## src/rtl/fecw_pkg.sv

```systemverilog
// Constants shared by the configuration-word host end and device end.
// Assumes both ends run on the one front-end clock.
package fecw_pkg;

  // ****************************************
  // Control word indices
  // ****************************************
  localparam logic [4:0] CW_CONFIG = 5'h00;  // Chip configuration word
  localparam logic [4:0] CW_CENTER = 5'h03;  // Centre frequency holding
  localparam logic [4:0] CW_PHASE  = 5'h04;  // Phase offset holding
  localparam logic [4:0] CW_XFER   = 5'h05;  // Holding-to-active transfer
  localparam logic [4:0] CW_RESET  = 5'h1B;  // Reset control word

  // ****************************************
  // Configuration word fields
  // ****************************************
  localparam int          CFG_NCO_SYNC  = 20;
  localparam int          CFG_CIC_SYNC  = 19;
  localparam int          CFG_OFFBIN    = 18;
  localparam int          CFG_INTERP    = 17;
  localparam int          CFG_SG_LSB    = 13;
  localparam int          CFG_DEC_LSB   = 7;
  localparam int          CFG_BYPASS    = 6;
  localparam int          CFG_OFLEN_LSB = 4;
  localparam int          CFG_SYNCCLK   = 3;
  localparam int          CFG_CLRACC    = 2;
  localparam int          CFG_OFFEN     = 1;
  localparam int          CFG_LOADZERO  = 0;
  localparam int          RST_SYNC_BIT  = 22;
  localparam int          PHASE_W       = 10;
  localparam logic [31:0] CFG_RESET_VAL = 32'h0000_0000;
  localparam logic [31:0] CFG_USED_MASK = 32'h001F_FFFF;
  localparam logic [3:0]  SG_MAX        = 4'hF;

  // ****************************************
  // Host register map (byte offsets)
  // ****************************************
  localparam logic [3:0] REG_DATA   = 4'h0;  // Word to send
  localparam logic [3:0] REG_CMD    = 4'h4;  // Write sends to index
  localparam logic [3:0] REG_STATUS = 4'h8;  // Words sent count
  localparam logic [1:0] RESP_OKAY  = 2'b00;
  localparam logic [1:0] RESP_SLVERR = 2'b10;

endpackage : fecw_pkg

```

## src/rtl/fecw_if.sv

```systemverilog
// Control-word write path from host end to device end.
// Assumes both ends share the front-end clock.
interface fecw_if (
  input wire logic clk
);
  logic        cwWrite;  // One-cycle write strobe
  logic [4:0]  cwIndex;  // Control word index
  logic [31:0] cwData;   // Control word value

  modport host (input clk, output cwWrite, output cwIndex, output cwData);
  modport dev  (input clk, input cwWrite, input cwIndex, input cwData);
endinterface : fecw_if

```

## src/rtl/fecw_device.sv

```systemverilog
// Device end: configuration word and the front-end logic it steers.
// Assumes pins other than inputEnableN are asynchronous and pass a synchroniser first.
module fecw_device #(
  parameter int IN_W = 14
) (
  // Clock and reset
  input  wire logic            clk,
  input  wire logic            rst,
  // Control word path
  fecw_if.dev                  cw,
  // Pins
  input  wire logic            extSyncIn,
  input  wire logic            inputEnableN,
  input  wire logic [2:0]      gainAdjustPins,
  input  wire logic [IN_W-1:0] sampleIn,
  input  wire logic            offsetFreqSerialData,
  input  wire logic            offsetFreqSerialFrame,
  // Filter return path
  input  wire logic [23:0]     cicData,
  input  wire logic            cicValid,
  // Outputs
  output logic [IN_W+14:0]     shifterOut,
  output logic                 decimDump,
  output logic [23:0]          halfbandData,
  output logic                 halfbandValid,
  output logic [31:0]          ncoPhase,
  output logic                 syncOutClkSel,
  output logic                 frontEndReset,
  output logic                 backEndReset,
  output logic [31:0]          configWord
);
  localparam int SH_W = IN_W + 15;
  localparam int PW   = IN_W + 6;

  // ****************************************
  // Pin synchronisation
  // ****************************************
  logic [PW-1:0] pinLevel;  // Synchronised pins
  logic [PW-1:0] pinRise;   // Rising edges
  fecw_pin_sync #(.W(PW)) uSync (
    .clk   (clk),
    .rst   (rst),
    .pinIn ({extSyncIn, offsetFreqSerialFrame, offsetFreqSerialData, gainAdjustPins, sampleIn}),
    .level (pinLevel),
    .rise  (pinRise)
  );

  logic            syncEv;    // External sync event
  logic            frameEv;   // Offset frame start
  logic            serBit;    // Offset serial bit
  logic [2:0]      gainPins;  // Gain adjust level
  logic [IN_W-1:0] sample;    // Input sample
  logic            enActive;  // Input enable active
  assign syncEv   = pinRise[PW-1];
  assign frameEv  = pinRise[PW-2];
  assign serBit   = pinLevel[PW-3];
  assign gainPins = pinLevel[IN_W+2:IN_W];
  assign sample   = pinLevel[IN_W-1:0];
  assign enActive = ~inputEnableN;  // Same-clock strobe, no sync

  // ****************************************
  // Control word capture
  // ****************************************
  localparam int PHASE_W = fecw_pkg::PHASE_W;
  logic [31:0]        cfg_r;        // Configuration word
  logic [31:0]        holdFreq_r;   // Frequency holding
  logic [PHASE_W-1:0] holdPhase_r;  // Phase holding
  logic               rstSync_r;    // Sync resets both ends

  // Word writes from the host, all on this clock
  always_ff @(posedge clk) begin
    if (rst) begin
      cfg_r       <= fecw_pkg::CFG_RESET_VAL;
      holdFreq_r  <= '0;
      holdPhase_r <= '0;
      rstSync_r   <= 1'b0;
    end else if (cw.cwWrite) begin
      case (cw.cwIndex)
        fecw_pkg::CW_CONFIG: cfg_r <= cw.cwData & fecw_pkg::CFG_USED_MASK;
        fecw_pkg::CW_CENTER: holdFreq_r <= cw.cwData;
        fecw_pkg::CW_PHASE:  holdPhase_r <= cw.cwData[PHASE_W-1:0];
        fecw_pkg::CW_RESET:  rstSync_r <= cw.cwData[fecw_pkg::RST_SYNC_BIT];
        default: ;  // Other words belong elsewhere
      endcase
    end
  end
  assign configWord    = cfg_r;
  assign syncOutClkSel = cfg_r[fecw_pkg::CFG_SYNCCLK];

  // ****************************************
  // Sync-driven resets
  // ****************************************
  // One-cycle reset pulse to both halves
  always_ff @(posedge clk) begin
    if (rst) begin
      frontEndReset <= 1'b0;
      backEndReset  <= 1'b0;
    end else begin
      frontEndReset <= syncEv & rstSync_r;
      backEndReset  <= syncEv & rstSync_r;
    end
  end

  // ****************************************
  // Input format, mode and barrel shift
  // ****************************************
  logic [4:0]      gainSum;   // Unsaturated shift
  logic [3:0]      shiftAmt;  // Saturated shift
  logic [IN_W-1:0] fmtSample; // Two's complement sample
  logic [SH_W-1:0] extSample; // Sign-extended
  assign gainSum   = {1'b0, cfg_r[fecw_pkg::CFG_SG_LSB +: 4]} + {2'b00, gainPins};
  assign shiftAmt  = (gainSum > {1'b0, fecw_pkg::SG_MAX}) ? fecw_pkg::SG_MAX : gainSum[3:0];
  assign fmtSample = sample ^ {cfg_r[fecw_pkg::CFG_OFFBIN], {(IN_W-1){1'b0}}};
  assign extSample = {{15{fmtSample[IN_W-1]}}, fmtSample};

  // Gated mode holds, interpolated mode stuffs zeros
  always_ff @(posedge clk) begin
    if (rst) begin
      shifterOut <= '0;
    end else if (enActive) begin
      shifterOut <= extSample << shiftAmt;
    end else if (cfg_r[fecw_pkg::CFG_INTERP]) begin
      shifterOut <= '0;
    end
  end

  // ****************************************
  // Decimation counter
  // ****************************************
  logic [5:0] decCnt_r;  // Counts down to dump
  logic [5:0] preload;   // R-1 from the word
  assign preload = cfg_r[fecw_pkg::CFG_DEC_LSB +: 6];

  // Sync reload keeps several chips aligned
  always_ff @(posedge clk) begin
    if (rst) begin
      decCnt_r  <= '0;
      decimDump <= 1'b0;
    end else if (syncEv && cfg_r[fecw_pkg::CFG_CIC_SYNC]) begin
      decCnt_r  <= preload;
      decimDump <= 1'b0;
    end else if (enActive) begin
      decimDump <= (decCnt_r == 6'h00);
      decCnt_r  <= (decCnt_r == 6'h00) ? preload : decCnt_r - 6'h01;
    end else begin
      decimDump <= 1'b0;
    end
  end

  // ****************************************
  // Bypass path to halfband stages
  // ****************************************
  // Bypass hands on the low 24 shifter bits unfiltered
  always_ff @(posedge clk) begin
    if (rst) begin
      halfbandData  <= '0;
      halfbandValid <= 1'b0;
    end else if (cfg_r[fecw_pkg::CFG_BYPASS]) begin
      halfbandData  <= shifterOut[23:0];
      halfbandValid <= enActive;
    end else begin
      halfbandData  <= cicData;
      halfbandValid <= cicValid;
    end
  end

  // ****************************************
  // Serial offset frequency loader
  // ****************************************
  logic [31:0] offShift_r;  // Incoming bits
  logic [5:0]  offCnt_r;    // Bits still to come
  logic [31:0] offFreq_r;   // Completed offset word
  logic [5:0]  offLen;      // 8, 16, 24 or 32
  assign offLen = 6'(({4'h0, cfg_r[fecw_pkg::CFG_OFLEN_LSB +: 2]} + 6'h01) << 3);  // Code plus one, times eight

  // Frame starts a count; the last bit completes the word
  always_ff @(posedge clk) begin
    if (rst) begin
      offShift_r <= '0;
      offCnt_r   <= '0;
      offFreq_r  <= '0;
    end else if (frameEv) begin
      offCnt_r   <= offLen;
      offShift_r <= '0;
    end else if (offCnt_r != 6'h00) begin
      offShift_r <= {offShift_r[30:0], serBit};
      offCnt_r   <= offCnt_r - 6'h01;
      if (offCnt_r == 6'h01) begin
        offFreq_r <= {offShift_r[30:0], serBit};
      end
    end
  end

  // ****************************************
  // Carrier oscillator loading
  // ****************************************
  logic               loadPend_r;   // Held until next update
  logic               loadReq;      // Transfer requested now
  logic               ncoLoad;      // Transfer happens now
  logic [31:0]        actFreq_r;    // Active frequency
  logic [PHASE_W-1:0] actPhase_r;   // Active phase offset
  logic [31:0]        accum_r;      // Phase accumulator
  logic               zeroFb;       // Feedback forced to zero
  logic [31:0]        stepFreq;     // Frequency plus offset
  assign loadReq = (cw.cwWrite && cw.cwIndex == fecw_pkg::CW_XFER)
                 | (syncEv & cfg_r[fecw_pkg::CFG_NCO_SYNC]);
  assign ncoLoad = enActive & (loadReq | loadPend_r);

  // New request wins over the clear of an old one
  always_ff @(posedge clk) begin
    if (rst) begin
      loadPend_r <= 1'b0;
    end else if (loadReq && !enActive) begin
      loadPend_r <= 1'b1;
    end else if (ncoLoad) begin
      loadPend_r <= 1'b0;
    end
  end

  // Holding registers move to active ones
  always_ff @(posedge clk) begin
    if (rst) begin
      actFreq_r  <= '0;
      actPhase_r <= '0;
    end else if (ncoLoad) begin
      actFreq_r  <= holdFreq_r;
      actPhase_r <= holdPhase_r;
    end
  end

  assign zeroFb   = cfg_r[fecw_pkg::CFG_CLRACC]
                  | (ncoLoad & cfg_r[fecw_pkg::CFG_LOADZERO]);
  assign stepFreq = (ncoLoad ? holdFreq_r : actFreq_r)
                  + (cfg_r[fecw_pkg::CFG_OFFEN] ? offFreq_r : 32'h0000_0000);

  // Accumulates only on enabled samples
  always_ff @(posedge clk) begin
    if (rst) begin
      accum_r <= '0;
    end else if (enActive) begin
      accum_r <= (zeroFb ? 32'h0000_0000 : accum_r) + stepFreq;
    end
  end

  // Phase offset sits in the top bits of the phase
  always_ff @(posedge clk) begin
    if (rst) begin
      ncoPhase <= '0;
    end else begin
      ncoPhase <= accum_r + {actPhase_r, {(32-PHASE_W){1'b0}}};
    end
  end
endmodule : fecw_device

```

## src/rtl/fecw_pin_sync.sv

```systemverilog
// Two-stage synchroniser for a group of pins, with rising-edge pulses.
// Assumes inputs are asynchronous to clk.
module fecw_pin_sync #(
  parameter int W = 1
) (
  // Clock and reset
  input  wire logic         clk,
  input  wire logic         rst,
  // Pins and results
  input  wire logic [W-1:0] pinIn,
  output logic      [W-1:0] level,
  output logic      [W-1:0] rise
);
  logic [W-1:0] meta_r;  // First stage, read only by second
  logic [W-1:0] stab_r;  // Second stage
  logic [W-1:0] prev_r;  // Edge reference

  // ****************************************
  // Synchroniser chain
  // ****************************************
  always_ff @(posedge clk) begin
    if (rst) begin
      meta_r <= '0;
      stab_r <= '0;
      prev_r <= '0;
    end else begin
      meta_r <= pinIn;
      stab_r <= meta_r;
      prev_r <= stab_r;
    end
  end

  assign level = stab_r;
  assign rise  = stab_r & ~prev_r;  // Single-cycle event
endmodule : fecw_pin_sync

```

## src/flat_wrapper.sv

```systemverilog
// flat-port wrapper written by rule: the top's interface ports become plain ports
module fecw_device_flat 
#(
  parameter int IN_W = 14
)
  (clk, rst, extSyncIn, inputEnableN, gainAdjustPins, sampleIn, offsetFreqSerialData, offsetFreqSerialFrame, cicData, cicValid, shifterOut, decimDump, halfbandData, halfbandValid, ncoPhase, syncOutClkSel, frontEndReset, backEndReset, configWord, cw_cwWrite, cw_cwIndex, cw_cwData);
  fecw_if cw_i (.clk(clk));
  input  wire logic clk;
  input  wire logic rst;
  input  wire logic extSyncIn;
  input  wire logic inputEnableN;
  input  wire logic [2:0] gainAdjustPins;
  input  wire logic [IN_W-1:0] sampleIn;
  input  wire logic offsetFreqSerialData;
  input  wire logic offsetFreqSerialFrame;
  input  wire logic [23:0] cicData;
  input  wire logic cicValid;
  output logic [IN_W+14:0] shifterOut;
  output logic decimDump;
  output logic [23:0] halfbandData;
  output logic halfbandValid;
  output logic [31:0] ncoPhase;
  output logic syncOutClkSel;
  output logic frontEndReset;
  output logic backEndReset;
  output logic [31:0] configWord;
  input wire logic [$bits(cw_i.cwWrite)-1:0] cw_cwWrite;
  input wire logic [$bits(cw_i.cwIndex)-1:0] cw_cwIndex;
  input wire logic [$bits(cw_i.cwData)-1:0] cw_cwData;
  assign cw_i.cwWrite = cw_cwWrite;
  assign cw_i.cwIndex = cw_cwIndex;
  assign cw_i.cwData = cw_cwData;
  fecw_device #(.IN_W(IN_W)) u_core (.clk(clk), .rst(rst), .cw(cw_i), .extSyncIn(extSyncIn), .inputEnableN(inputEnableN), .gainAdjustPins(gainAdjustPins), .sampleIn(sampleIn), .offsetFreqSerialData(offsetFreqSerialData), .offsetFreqSerialFrame(offsetFreqSerialFrame), .cicData(cicData), .cicValid(cicValid), .shifterOut(shifterOut), .decimDump(decimDump), .halfbandData(halfbandData), .halfbandValid(halfbandValid), .ncoPhase(ncoPhase), .syncOutClkSel(syncOutClkSel), .frontEndReset(frontEndReset), .backEndReset(backEndReset), .configWord(configWord));
endmodule
```

## config.mk

```make
export PLATFORM = sky130hd
export DESIGN_NAME = fecw_device_flat
export DESIGN_NICKNAME = d
export VERILOG_FILES = /design/src/rtl/fecw_pkg.sv /design/src/rtl/fecw_if.sv /design/src/rtl/fecw_device.sv /design/src/rtl/fecw_pin_sync.sv /design/src/flat_wrapper.sv
export SDC_FILE = /design/constraint.sdc
export NUM_CORES = 1
export LEC_CHECK = 0
export BUFFER_PORTS_ARGS = -buffer_cell sky130_fd_sc_hd__buf_4
export CORE_MARGIN = 2
export CORE_UTILIZATION = 58
export DETAILED_ROUTE_END_ITERATION = 8
export GPL_ROUTABILITY_DRIVEN = 0
export PLACE_DENSITY = 0.92
export SYNTH_ARGS = -nofsm -noshare
export SYNTH_HDL_FRONTEND = slang
export SYNTH_SLANG_ARGS = --single-unit
export TNS_END_PERCENT = 30
```

## constraint.sdc

```tcl
create_clock -name clk -period 6 [get_ports clk]
set_input_delay 1.2 -clock clk [delete_from_list [all_inputs] [get_ports clk]]
set_output_delay 1.2 -clock clk [all_outputs]
set_load 0.05 [all_outputs]
```

Word-level counts from Yosys, hierarchy flattened
Cells that the tools add are included.
{"block": "word_totals", "inputBits": 86, "register_bits": 362, "n_memories": 0, "word_cells": 80, "romBits": 0, "mem_bits_rw": 0, "latchBits": 0}
{"block": "classes", "shift": 1, "eq_ne": 7, "n_mux": 15, "order_cmp": 1, "bitwise": 12, "multipliers": 0, "n_reduce_logical": 15, "add_sub_neg": 7, "div": 0}
{"op": "$add 32x32->32", "count": 3}
{"op": "$mux 32", "count": 3}
{"op": "$mux 29", "count": 2}
{"op": "$mux 6", "count": 5}
{"op": "$shl 29x4->29", "count": 1}
{"op": "$mux 24", "count": 1}
{"op": "$and 20x20->20", "count": 1}
{"op": "$not 20->20", "count": 1}
{"op": "$xor 14x14->14", "count": 1}
{"op": "$sub 6x1->6 const B", "count": 2}
{"op": "$eq 5x3->1 const B", "count": 2}
{"op": "$reduce_and 2->1", "count": 4}
{"op": "$eq 6x1->1 const B", "count": 1}
{"op": "$logic_not 6->1", "count": 1}
{"op": "$reduce_bool 6->1", "count": 1}
{"op": "$add 4x3->5", "count": 1}
{"op": "$eq 5x2->1 const B", "count": 1}
{"op": "$eq 5x5->1 const B", "count": 1}
{"op": "$gt 5x4->1 const B", "count": 1}
{"op": "$logic_not 5->1", "count": 1}
{"op": "$and 1x1->1", "count": 4}
{"op": "$mux 4", "count": 1}
{"op": "$ne 2x1->1 const B", "count": 2}
{"op": "$reduce_bool 2->1", "count": 2}
{"op": "8 further kinds", "count": 15}

Logic depth before layout (Yosys ltp)
Gate-level depths: netlist of run 1.
{"block": "depth", "word_depth": 10, "depth_mapped": 22}

By module
A second synthesis of run 1 with hierarchy kept.
{"block": "hier_totals", "cells_unflattened": 1846, "hier_area_um2": 15940.3}
{"module": "fecw_device", "n_inst": 1, "cells_per_inst": 1700, "area_each_um2": 14208.6}
{"module": "fecw_pin_sync", "n_inst": 1, "cells_per_inst": 146, "area_each_um2": 1731.7}

Least setup slack after synthesis of run 1
Ideal clock, no wire load.
{"block": "synth_timing", "kind": "in2reg", "from": "in cw_cwIndex[3]", "to": "reg u_core.accum_r[31]", "t_required_ps": 5880, "n_path_buf": 1, "setup_time_ps": 120, "arrival_ps": 5232, "path_slack_ps": 648, "cell_stages": 22, "path_cell_list": "nor2_2 > nand3_1 > nor3b_2 > a211oi_2 > nor2_4 > a21oi_1 > clkbuf_1 > nand2_1 > fa_1 > inv_1 > ha_1 > fa_1 > a21oi_2 > o21ai_1 > a21oi_1 > o31ai_2 > a31oi_4 > o311ai_2 > a21oi_2 > xnor2_1 > and3_1 > o31a_1"}
{"block": "synth_between", "elab_chain_len": 9, "elab_cells_between_ends": 11, "cone_classes": "2 x add/sub; 1 x eq/ne; 2 x mux; 5 x bitwise; 1 x reduce/logical"}
{"item": "from (decl)", "line_no": "flat_wrapper.sv:28", "rtl": "input wire logic [$bits(cw_i.cwIndex)-1:0] cw_cwIndex;"}
{"item": "$eq 5x3->1 *", "line_no": "fecw_device.sv:205", "rtl": "assign loadReq = (cw.cwWrite && cw.cwIndex == fecw_pkg::CW_XFER)"}
{"item": "$logic_and 1x1->1 *", "line_no": "fecw_device.sv:205"}
{"item": "$or 1x1->1 *", "line_no": "fecw_device.sv:206", "rtl": "| (syncEv & cfg_r[fecw_pkg::CFG_NCO_SYNC]);"}
{"item": "$or 1x1->1 *", "line_no": "fecw_device.sv:207", "rtl": "assign ncoLoad = enActive & (loadReq | loadPend_r);"}
{"item": "$and 1x1->1 *", "line_no": "fecw_device.sv:207"}
{"item": "parallel branches: the longest is 3 deep, another holds $add 32x32->32"}
{"item": "$add 32x32->32 *", "line_no": "fecw_device.sv:241", "rtl": "accum_r <= (zeroFb ? 32'h0000_0000 : accum_r) + stepFreq;"}
{"item": "to (signal assigned)", "line_no": "fecw_device.sv:241"}
{"item": "to (decl)", "line_no": "fecw_device.sv:202", "rtl": "logic [31:0] accum_r;"}
Every way passes the cells marked *.
A chain may end at the register's enable or synchronous reset.

Worst setup path in the final report of run 1
{"block": "layout_timing", "from": "in cw_cwIndex[3]", "to": "reg u_core.accum_r[30]"}
The elaborated chain is that of the path after synthesis.

==> results.yml, run 1 <==
run_status:
  run_status: "complete, no violations"
finish:
  syn_to_final_growth_pct: 18.1
  num_antenna_cells: 0
  fillers: 1802
  finalNetCount: 2080
  multiInputGateArea_um2: 7710
  final_cell_count_no_fill: 2271
  drive_above_1_share: 0.148
  finalInstanceArea_um2: 18100
  sequential_cell_area_um2: 6890
setup_path:
  setup.worst_path.end_class: "register"
  critical_path_arrival_ns: 5.76
  timing.setup.critical_path_class: "input pin to register"
  critical_path_peak_fanout: 8
  worst_ep_required_time_ns: 6.36
  cp-start-kind: "input pin"
clock_network:
  ctsResizeCount: 0
  clockRootBuffer: "sky130_fd_sc_hd__clkbuf_16"
  clk_pin_slew_worst_paths_ns: 0.06
  clock_latency_late_sink_ns: 0.52
  tritoncts_clock_tree: "built"
  post_cts.repair.setup_buffers: 0
  cts.path.max_buffers: 3
  cts-buffers-inserted: 35
  postCtsHoldBufs: 0
  h-tree-depth: 2
  tritoncts_num_sinks: 344
place:
  placed_cells_incl_taps: 2211
  dpl-instance-area_um2: 16900
  portBuffers: 196
  hpwl_mm: 28.8
sta:
  fin_crit_sh: 0.900
  totalNegativeSetupSlack_ns: 0
  max-slew-margin-rel: 0.101
  rsz0062_at_grt: "false"
  final_max_slew_viol_count: 0
  fin_worst_hold_slack_ns: 0.434
  fmax_ghz: 0.185
  timing_worst_slew_pin_value_ns: 1.34
  worst_clock_skew_ns: 0.0125
  timing_hold_violations_final: 0
  timing.final.crit_period_ns: 5.40
  timing.final.setup_violations: 0
power:
  vdd_ir_drop_max_mv: 0.411
  power_leakage_uw: 0.00776
  pwr_density_cell_nw_per_um2: 297
  report.power.total_uw: 5380
grt:
  grt_usage: 0.298
  grt_first_pass_wirelength_mm: 67.3
  grt_antenna_before_repair: 0
  grt_overflow: 0
  largest_net_degree_at_the_start_of_global_routing: 231
  first_global_vias: 13095
yosys:
  synth_enable_flop_cells: 0
  synth-warning-count: 0
  synth_cell_types: 65
  synth_seq_cells: 344
  synth_seq_area_share: 0.450
  syn_area_um2: 15300
  syn_area_per_cell_um2: 8.68
  netlist_instances: 1763
  synth-main-ff-cell: "sky130_fd_sc_hd__dfxtp_1"
  asyncSetResetFlopFracSynth: 0
detailed_routing:
  finalWirelength_mm: 42.6
  drt_wl_cell_um: 18.8
  ant_nets: 0
  vias_per_cell: 5.83
  drtPass1Iterations: 6
  via_count: 13243
  drc_violation_count_after_routing: 0
  detailedRoute.firstIterationViolations: 1478
floorplanning:
  core.rowCount: 59
  core_region_area_um2: 26000
  die_area_um2: 27700
  start_util: 0.589
  dieWidth_um: 166
  die-height_um: 166
  num_io_pins: 208
min_path:
  hold_path_class: "register to register"
job:
  cap_violations: 0
-- path summary, 6_finish.rpt --
| check | start | endpoint | slack (ns) | cells after the start |
|---|---|---|---|---|
| worst min register to register | u_core.uSync.meta_r[12] | u_core.uSync.level[12] | 0.43 | 1 |
| worst max-delay path | cw_cwIndex[3] | u_core.accum_r[30] | 0.60 | 21 |
| worst min-delay path | u_core.uSync.meta_r[12] | u_core.uSync.level[12] | 0.43 | 1 |
| worst max register to register | u_core.uSync.level[19] | u_core.accum_r[30] | 1.08 | 18 |
-- synthesized netlist by cell type, drive strengths merged (2+ instances only) --
cell type / number / area share
nor2b: 80 / 0.033
clkbuf: 77 / 0.019
dfxtp: 344 / 0.45
o21bai: 5 / 0.0025
mux4: 3 / 0.0044
a2111oi: 2 / 0.0011
ha: 47 / 0.038
a21oi: 200 / 0.066
and4: 2 / 0.0011
a31oi: 8 / 0.0042
xor2: 18 / 0.010
nor2: 176 / 0.044
and2: 13 / 0.0053
o31a: 3 / 0.0017
nand4: 5 / 0.0020
xnor2: 22 / 0.013
a211oi: 13 / 0.0070
buf: 34 / 0.013
or3: 3 / 0.0012
inv: 73 / 0.018
o211a: 2 / 0.0013
a22oi: 5 / 0.0025
nand3b: 3 / 0.0015
fa: 34 / 0.044
a32oi: 4 / 0.0023
o21ai: 29 / 0.0095
o41ai: 2 / 0.0011
mux2: 3 / 0.0022
nand3: 7 / 0.0023
and3: 6 / 0.0025
o21a: 7 / 0.0034
o311ai: 2 / 0.0016
nand2: 350 / 0.086
o31ai: 3 / 0.0018
nand2b: 6 / 0.0025
a221oi: 5 / 0.0029
mux2i: 113 / 0.074
o211ai: 3 / 0.0015
nor3b: 3 / 0.0018
o22ai: 7 / 0.0029
a21o: 17 / 0.0083
nor3: 12 / 0.0039
or2: 2 / 0.00082
-- sequential cells by signal, summed over array words and instances (netlist names), 21 cells and up --
register / flops
u_core.actFreq_r: 32
u_core.ncoPhase: 32
u_core.offFreq_r: 32
u_core.configWord: 21
u_core.shifterOut: 29
u_core.accum_r: 32
u_core.halfbandData: 24
u_core.holdFreq_r: 32
u_core.offShift_r: 31
-- per-layer routing --
layer,wire (um),vias to the layer above,track usage,share of wire
met5,0,-,0,0
met4,2010,0,0.131,0.047
met3,3730,180,0.0596,0.088
met2,21100,707,0.522,0.49
met1,15800,6246,0.354,0.37
li1,-,6110,-,-
-- worst max-delay path, stage by stage --
cell	delay, ns
sky130_fd_sc_hd__buf_4	0.12
sky130_fd_sc_hd__nor2_2	0.20
sky130_fd_sc_hd__nand3_1	0.12
sky130_fd_sc_hd__nor3b_2	0.20
sky130_fd_sc_hd__a211oi_2	0.10
sky130_fd_sc_hd__nor2_4	0.26
sky130_fd_sc_hd__buf_4	0.20
sky130_fd_sc_hd__mux2i_1	0.32
sky130_fd_sc_hd__fa_1	0.48
sky130_fd_sc_hd__inv_1	0.12
sky130_fd_sc_hd__ha_1	0.26
sky130_fd_sc_hd__a211oi_1	0.40
sky130_fd_sc_hd__o21ai_0	0.24
sky130_fd_sc_hd__and4_1	0.26
sky130_fd_sc_hd__o2111ai_1	0.32
sky130_fd_sc_hd__nand3_1	0.19
sky130_fd_sc_hd__a41oi_1	0.27
sky130_fd_sc_hd__a21oi_1	0.12
sky130_fd_sc_hd__xor2_1	0.16
sky130_fd_sc_hd__mux2i_1	0.15
sky130_fd_sc_hd__nor2_1	0.08
-- through the flow --
stage | util | setup slack (ns)
after floorplan | - | 0.648
after global placement | 0.651 | 0.397
after detailed placement | 0.651 | 0.217
after CTS | 0.696 | 0.721
after global routing | 0.696 | 0.269
final | 0.696 | 0.600
-- layout by cell type (no fill, tap or decap), types with 13 or more instances in the layout --
master | netlist | final
sky130_fd_sc_hd__o21ai_0 | 27 | 27
sky130_fd_sc_hd__xnor2_1 | 22 | 22
sky130_fd_sc_hd__clkbuf_16 | 0 | 37
sky130_fd_sc_hd__mux2i_1 | 113 | 113
sky130_fd_sc_hd__fa_1 | 34 | 34
sky130_fd_sc_hd__a21o_1 | 17 | 17
sky130_fd_sc_hd__buf_4 | 14 | 212
sky130_fd_sc_hd__inv_1 | 73 | 73
sky130_fd_sc_hd__xor2_1 | 18 | 18
sky130_fd_sc_hd__and2_1 | 13 | 13
sky130_fd_sc_hd__nor2_1 | 174 | 174
sky130_fd_sc_hd__dfxtp_1 | 344 | 344
sky130_fd_sc_hd__ha_1 | 47 | 47
sky130_fd_sc_hd__a21oi_1 | 197 | 196
sky130_fd_sc_hd__nor2b_1 | 80 | 80
sky130_fd_sc_hd__nand2_1 | 350 | 350
-- report_power, final --
group          switching [uW]  internal, uW
Combinational             510           225
Sequential               55.7          2350
Clock                     894          1340
-- area by class of cell --
cell class,instances,share of cell area
well taps,335,0.0232
flip-flops and latches,344,0.381
clock inverters,8,0.00664
clock buffers,52,0.0582
inverters,73,0.0151
repair buffers,214,0.0899
multi-input cells,1245,0.426
-- logic make-up after synthesis --
logic type,Yosys count,synth area share
AND/OR/NAND/NOR,670,0.188
flip-flops,344,0.450
buffers and inverters,184,0.0497
adder cells (fa/ha/maj),81,0.0829
multiplexers,119,0.0805
other,1,0.000245
AO/OA/AOI/OAI,324,0.126
XOR/XNOR,40,0.0229
Power figures use the tool's default switching activity.
==> inputs of run 2 (changes only) <==
--- a/config.mk
+++ b/config.mk
@@ -8,8 +8,8 @@
 export BUFFER_PORTS_ARGS = -buffer_cell sky130_fd_sc_hd__buf_4
 export CORE_MARGIN = 2
-export CORE_UTILIZATION = 58
+export CORE_UTILIZATION = 48
 export DETAILED_ROUTE_END_ITERATION = 8
 export GPL_ROUTABILITY_DRIVEN = 0
-export PLACE_DENSITY = 0.92
+export PLACE_DENSITY = 0.8
 export SYNTH_ARGS = -nofsm -noshare
 export SYNTH_HDL_FRONTEND = slang
==> constraint.sdc (replaced) <==
create_clock -name clk -period 6 [get_ports clk]
set_input_delay 1.8 -clock clk [delete_from_list [all_inputs] [get_ports clk]]
set_output_delay 1.8 -clock clk [all_outputs]
set_load 0.05 [all_outputs]
==> run 2 against run 1 <==
Net effect:
- final cell count grew 4.7%
- critical endpoint is now u_core.accum_r[28]
- via count shrank 2.9%
- power shrank 0.75%
- largest power group unchanged
==> results.yml, run 2 (synthesis results as in run 1) <==
sta:
  timing_worst_slew_pin_value_ns: 1.16
  fin_crit_sh: 0.939
  fin_worst_hold_slack_ns: 0.436
  rsz0062_at_grt: "false"
  fmax_ghz: 0.178
  timing_hold_violations_final: 0
  timing.final.crit_period_ns: 5.63
  final_max_slew_viol_count: 0
  worst_clock_skew_ns: 0.0135
  timing.final.setup_violations: 0
  max-slew-margin-rel: 0.222
grt:
  largest_net_degree_at_the_start_of_global_routing: 97
  grt_overflow: 0
  grt_first_pass_wirelength_mm: 63.3
  grt_antenna_before_repair: 0
  first_global_vias: 12569
  grt_usage: 0.236
clock_network:
  clk_pin_slew_worst_paths_ns: 0.06
  tritoncts_clock_tree: "built"
  postCtsHoldBufs: 0
  h-tree-depth: 2
  clock_latency_late_sink_ns: 0.52
  tritoncts_num_sinks: 344
  clockRootBuffer: "sky130_fd_sc_hd__clkbuf_16"
  cts-buffers-inserted: 36
  ctsResizeCount: 0
  post_cts.repair.setup_buffers: 0
  cts.path.max_buffers: 3
run_status:
  run_status: "complete, no violations"
setup_path:
  worst_path_largest_cell_delay_ns: 0.46
  setup.worst_path.end_class: "register"
  timing.setup.critical_path_class: "input pin to register"
  worst_ep_required_time_ns: 6.39
  crit_buf_inv: 3
  crit_chain: "buf_4 -> nor2_2 -> nand3_1 -> nor3b_2 -> a211oi_2 -> nor2_4 -> buf_12 -> mux2i_1 -> fa_1 -> inv_1 -> ha_1 -> a211oi_1 -> o21ai_0 -> and4_1 -> o2111ai_1 -> nand3_1 -> a41oi_1 -> nor2b_1 -> xor2_1 -> o22ai_1"
  critical_path_arrival_ns: 6.02
  cp_num_cells: 20
  regToRegSetupSlack_ns: 1.36
  cpLargestDelayFamily: "simple AND/OR/NAND/NOR gates"
  timing.critical_path.slowest_stage_cell: "sky130_fd_sc_hd__fa_1"
  critical-path-top-cell-by-count: "sky130_fd_sc_hd__nand3_1"
  worst_reg_to_reg_path_cell_count: 20
  cp-start-kind: "input pin"
  critical_path_peak_fanout: 7
job:
  cap_violations: 0
detailed_routing:
  ant_nets: 0
  via_count: 12853
  detailedRoute.firstIterationViolations: 878
  vias_per_cell: 5.40
  drt_wl_cell_um: 16.8
  finalWirelength_mm: 40.0
  drc_violation_count_after_routing: 0
  drtPass1Iterations: 5
place:
  portBuffers: 196
  hpwl_mm: 28.9
finish:
  drive_above_1_share: 0.166
  finalNetCount: 2118
  sequential_cell_area_um2: 6890
  num_antenna_cells: 0
  syn_to_final_growth_pct: 20.7
  most-common-layout-cells: "350 x sky130_fd_sc_hd__nand2_1, 344 x sky130_fd_sc_hd__dfxtp_1, 247 x sky130_fd_sc_hd__buf_4"
  multiInputGateArea_um2: 7710
  fillers: 2645
  most_common_cell_after_layout_fill_and_taps_aside: "sky130_fd_sc_hd__nand2_1"
floorplanning:
  core.rowCount: 65
  dieWidth_um: 183
  die_area_um2: 33300
  die-height_um: 183
  num_io_pins: 208
  start_util: 0.486
  core_region_area_um2: 31500
power:
  pwr_density_cell_nw_per_um2: 289
  vdd_ir_drop_max_mv: 0.354
  report.power.total_uw: 5340
  power_leakage_uw: 0.00795
min_path:
  hold_path_class: "register to register"
  hold_depth: 1
## run 2: area by class of cell
class | instances | area share
clock buffers | 51 | 0.0568
clock inverters | 12 | 0.00704
inverters | 73 | 0.0148
multi-input cells | 1245 | 0.417
flip-flops and latches | 344 | 0.373
well taps | 402 | 0.0272
repair buffers | 251 | 0.104
## run 2: per-layer routing
layer | global-route usage | part of all wire
met5 | 0 | 0
met4 | 0.103 | 0.040
met3 | 0.0353 | 0.073
met2 | 0.409 | 0.48
met1 | 0.292 | 0.41
## run 2: worst register-to-register path, delay by kind of cell, from the launching register on
kind / cells / cell delay, ns
fa+ha+maj: 2 / 0.88
compound gates: 8 / 1.91
flops: 1 / 0.30
simple gates: 5 / 0.74
xor+xnor: 1 / 0.19
buf+inv: 4 / 0.51
## run 2: report_power, final
| group | switching [uW] | internal (uW) |
|---|---|---|
| clock network | 897 | 1310 |
| registers | 52.9 | 2360 |
| logic | 500 | 225 |
| total | 1450 | 3890 |
## run 2: path summary, 6_finish.rpt
kind | start | to
setup / recovery | cw_cwIndex[3] | u_core.accum_r[28]
hold / removal | u_core.uSync.meta_r[19] | u_core.uSync.level[19]
setup reg to reg | u_core.uSync.level[19] | u_core.accum_r[28]
hold reg to reg | u_core.uSync.meta_r[19] | u_core.uSync.level[19]
## run 2: through the flow
step | setup WS, ns | cell area (um^2) | utilization | cells | TNS, ns
after floorplan | 0.0480 | 15300 | - | 1773 | 0
after global routing | 0.0392 | 18500 | 0.587 | 2378 | 0
after detailed placement | -0.0677 | 17300 | 0.550 | 2315 | -0.136
after global placement | 0.0377 | 17300 | 0.550 | 2315 | 0
after CTS | 0.408 | 18500 | 0.587 | 2378 | 0
final | 0.366 | 18500 | 0.587 | 2378 | 0
==> inputs of run 3 (changes only) <==
CELL_PAD_IN_SITES_DETAIL_PLACEMENT = 1   (was not set)
CELL_PAD_IN_SITES_GLOBAL_PLACEMENT = 1   (was not set)
CORE_MARGIN = 1   (was 2)
CORE_UTILIZATION = 44   (was 48)
PLACE_DENSITY = 0.92   (was 0.8)
==> run 3 against run 2 <==
Net effect:
- wire length increased by 40%
- via count grew 8.6%
- critical endpoint is now u_core.accum_r[12]
- worst setup slack worse by 0.36 ns
- critical path type unchanged
- global-route usage grew 7.7 points
- first-iteration DRC count rose by 11%
- non-clock buffer count decreased by 3
- largest power group is now clock
- sequential share of layout area decreased by 0.39 points
- register-to-register slack worse by 0.39 ns
- utilization is 3.6 points lower
- clock skew increased by 0.014 ns
- critical path depth grew 4
==> results.yml, run 3 (synthesis results as in run 1) <==
sta:
  rsz0062_at_grt: "true"
  final_max_slew_viol_count: 0
  fmax_ghz: 0.167
  timing_hold_violations_final: 0
  fin_crit_sh: 1.00
  worst_clock_skew_ns: 0.0271
  timing.final.setup_violations: 0
  fin_worst_hold_slack_ns: 0.437
  timing_worst_slew_pin_value_ns: 1.24
  max-slew-margin-rel: 0.170
  timing.final.crit_period_ns: 6.00
setup_path:
  setup.worst_path.end_class: "register"
  worst_ep_required_time_ns: 6.44
  crit_chain: "buf_4 -> nor2_2 -> nand3_1 -> nor3b_2 -> a211oi_2 -> nor2_4 -> buf_12 -> a21oi_4 -> buf_6 -> nand2_1 -> fa_1 -> inv_1 -> ha_1 -> o21ai_0 -> o21ai_0 -> buf_4 -> a21o_1 -> a21o_1 -> a21o_1 -> a21oi_1 -> o21ai_0 -> xor2_1 -> nand2_1 -> a21oi_1"
  cp-start-kind: "input pin"
  critical_path_arrival_ns: 6.44
  r2r-end: "u_core.accum_r[12]"
  timing.setup.critical_path_class: "input pin to register"
  startpoint_of_the_lowest_slack_register_to_register_path: "u_core.uSync.level[19]"
  worst_path_largest_cell_delay_ns: 0.52
  worst_reg_to_reg_path_cell_count: 22
  timing.critical_path.slowest_stage_cell: "sky130_fd_sc_hd__fa_1"
  regToRegSetupSlack_ns: 0.97
  critical_path_peak_fanout: 18
floorplanning:
  dieWidth_um: 189
  core_region_area_um2: 33900
  num_io_pins: 208
  die_area_um2: 35500
  core.rowCount: 67
  start_util: 0.452
  die-height_um: 189
detailed_routing:
  ant_nets: 0
  drc_violation_count_after_routing: 0
  detailedRoute.firstIterationViolations: 972
  via_count: 13961
  vias_per_cell: 5.75
  drtPass1Iterations: 6
  finalWirelength_mm: 56.1
  drt_wl_cell_um: 23.1
clock_network:
  clockRootBuffer: "sky130_fd_sc_hd__clkbuf_16"
  clock_latency_late_sink_ns: 0.54
  cts-buffers-inserted: 38
  tritoncts_num_sinks: 344
  tritoncts_clock_tree: "built"
  clk_pin_slew_worst_paths_ns: 0.06
  cts.path.max_buffers: 3
  h-tree-depth: 2
  postCtsHoldBufs: 0
finish:
  most_common_cell_after_layout_fill_and_taps_aside: "sky130_fd_sc_hd__nand2_1"
  utilization: 0.552
  final_cell_count_no_fill: 2426
  finalInstanceArea_um2: 18700
  most-common-layout-cells: "349 x sky130_fd_sc_hd__nand2_1, 344 x sky130_fd_sc_hd__dfxtp_1, 243 x sky130_fd_sc_hd__buf_4"
  num_antenna_cells: 0
  drive_above_1_share: 0.172
  syn_to_final_growth_pct: 22.0
  finalNetCount: 2117
power:
  vdd_ir_drop_max_mv: 0.394
  pwr_density_cell_nw_per_um2: 301
  power_leakage_uw: 0.00802
  report.power.total_uw: 5620
grt:
  grt_first_pass_wirelength_mm: 86.9
  grt_usage: 0.313
  first_global_vias: 15173
  largest_net_degree_at_the_start_of_global_routing: 201
  gr-max-usage-layer: "met2"
  groute.layer.met1.usage: 0.337
  grt_overflow: 0
  grt_antenna_before_repair: 1
  groute.layer.met3.usage: 0.0618
  use_met2: 0.567
place:
  hpwl_mm: 35.9
  portBuffers: 196
  dpl-instance-area_um2: 17300
  placed_cells_incl_taps: 2357
min_path:
  hold_path_class: "register to register"
  hold_path_startpoint: "u_core.uSync.meta_r[0]"
  hold_depth: 1
  min_to: "u_core.uSync.level[0]"
job:
  cap_violations: 0
run_status:
  run_status: "complete, no violations"
-- run 3: per-stage QoR --
stage	setup TNS (ns)	worst slack, ns
after CTS	0	0.0317
final	0	0.00217
after global routing	-0.139	-0.0792
after global placement	-0.0199	-0.0110
after floorplan	0	0.0480
after detailed placement	-2.05	-0.293
-- run 3: repair_timing --
| action | in CTS | in global routing |
|---|---|---|
| setup buffers | 1 | 0 |
| pin swaps | 1 | 2 |
| resized for setup | 1 | 8 |
| setup endpoints to repair | 3 | 13 |
-- run 3: worst max path at each step --
stage | depth (start not counted) | slack (ns) | start | endpoint
final | 24 | 0.002 | cw_cwIndex[3] | u_core.accum_r[12]
after floorplan | 22 | 0.05 | cw_cwIndex[3] | u_core.accum_r[31]
after detailed placement | 18 | -0.29 | cw_cwIndex[3] | u_core.accum_r[28]
after CTS | 21 | 0.03 | cw_cwIndex[3] | u_core.accum_r[28]
after global routing | 19 | -0.08 | cw_cwIndex[3] | u_core.accum_r[28]
after global placement | 22 | -0.01 | cw_cwIndex[3] | u_core.accum_r[30]
-- run 3: critical path: cells and delay by family --
| kind | cells | cell delay, ns |
|---|---|---|
| buf+inv | 5 | 0.79 |
| compound gates | 10 | 2.23 |
| fa+ha+maj | 2 | 0.91 |
| simple gates | 6 | 0.47 |
| xor+xnor | 1 | 0.22 |
-- run 3: routing by layer --
layer	vias up	part of all wire
met2	654	0.51
met4	2	0.058
met3	252	0.068
met5	-	0.00014
li1	6168	-
met1	6885	0.36
-- run 3: layout make-up --
cell class,instances,area [um^2]
clock buffers,52,1100
clock inverters,16,193
fillers,3941,15200
inverters,73,274
multi-input cells,1245,7750
flip-flops and latches,344,6890
well taps,448,561
repair buffers,248,1910
-- run 3: report_power, final --
part / total [uW] / switching (uW) / internal, uW
sequential: 2410 / 59.4 / 2350
combinational: 770 / 541 / 229
clock: 2430 / 970 / 1460
total: 5620 / 1570 / 4050
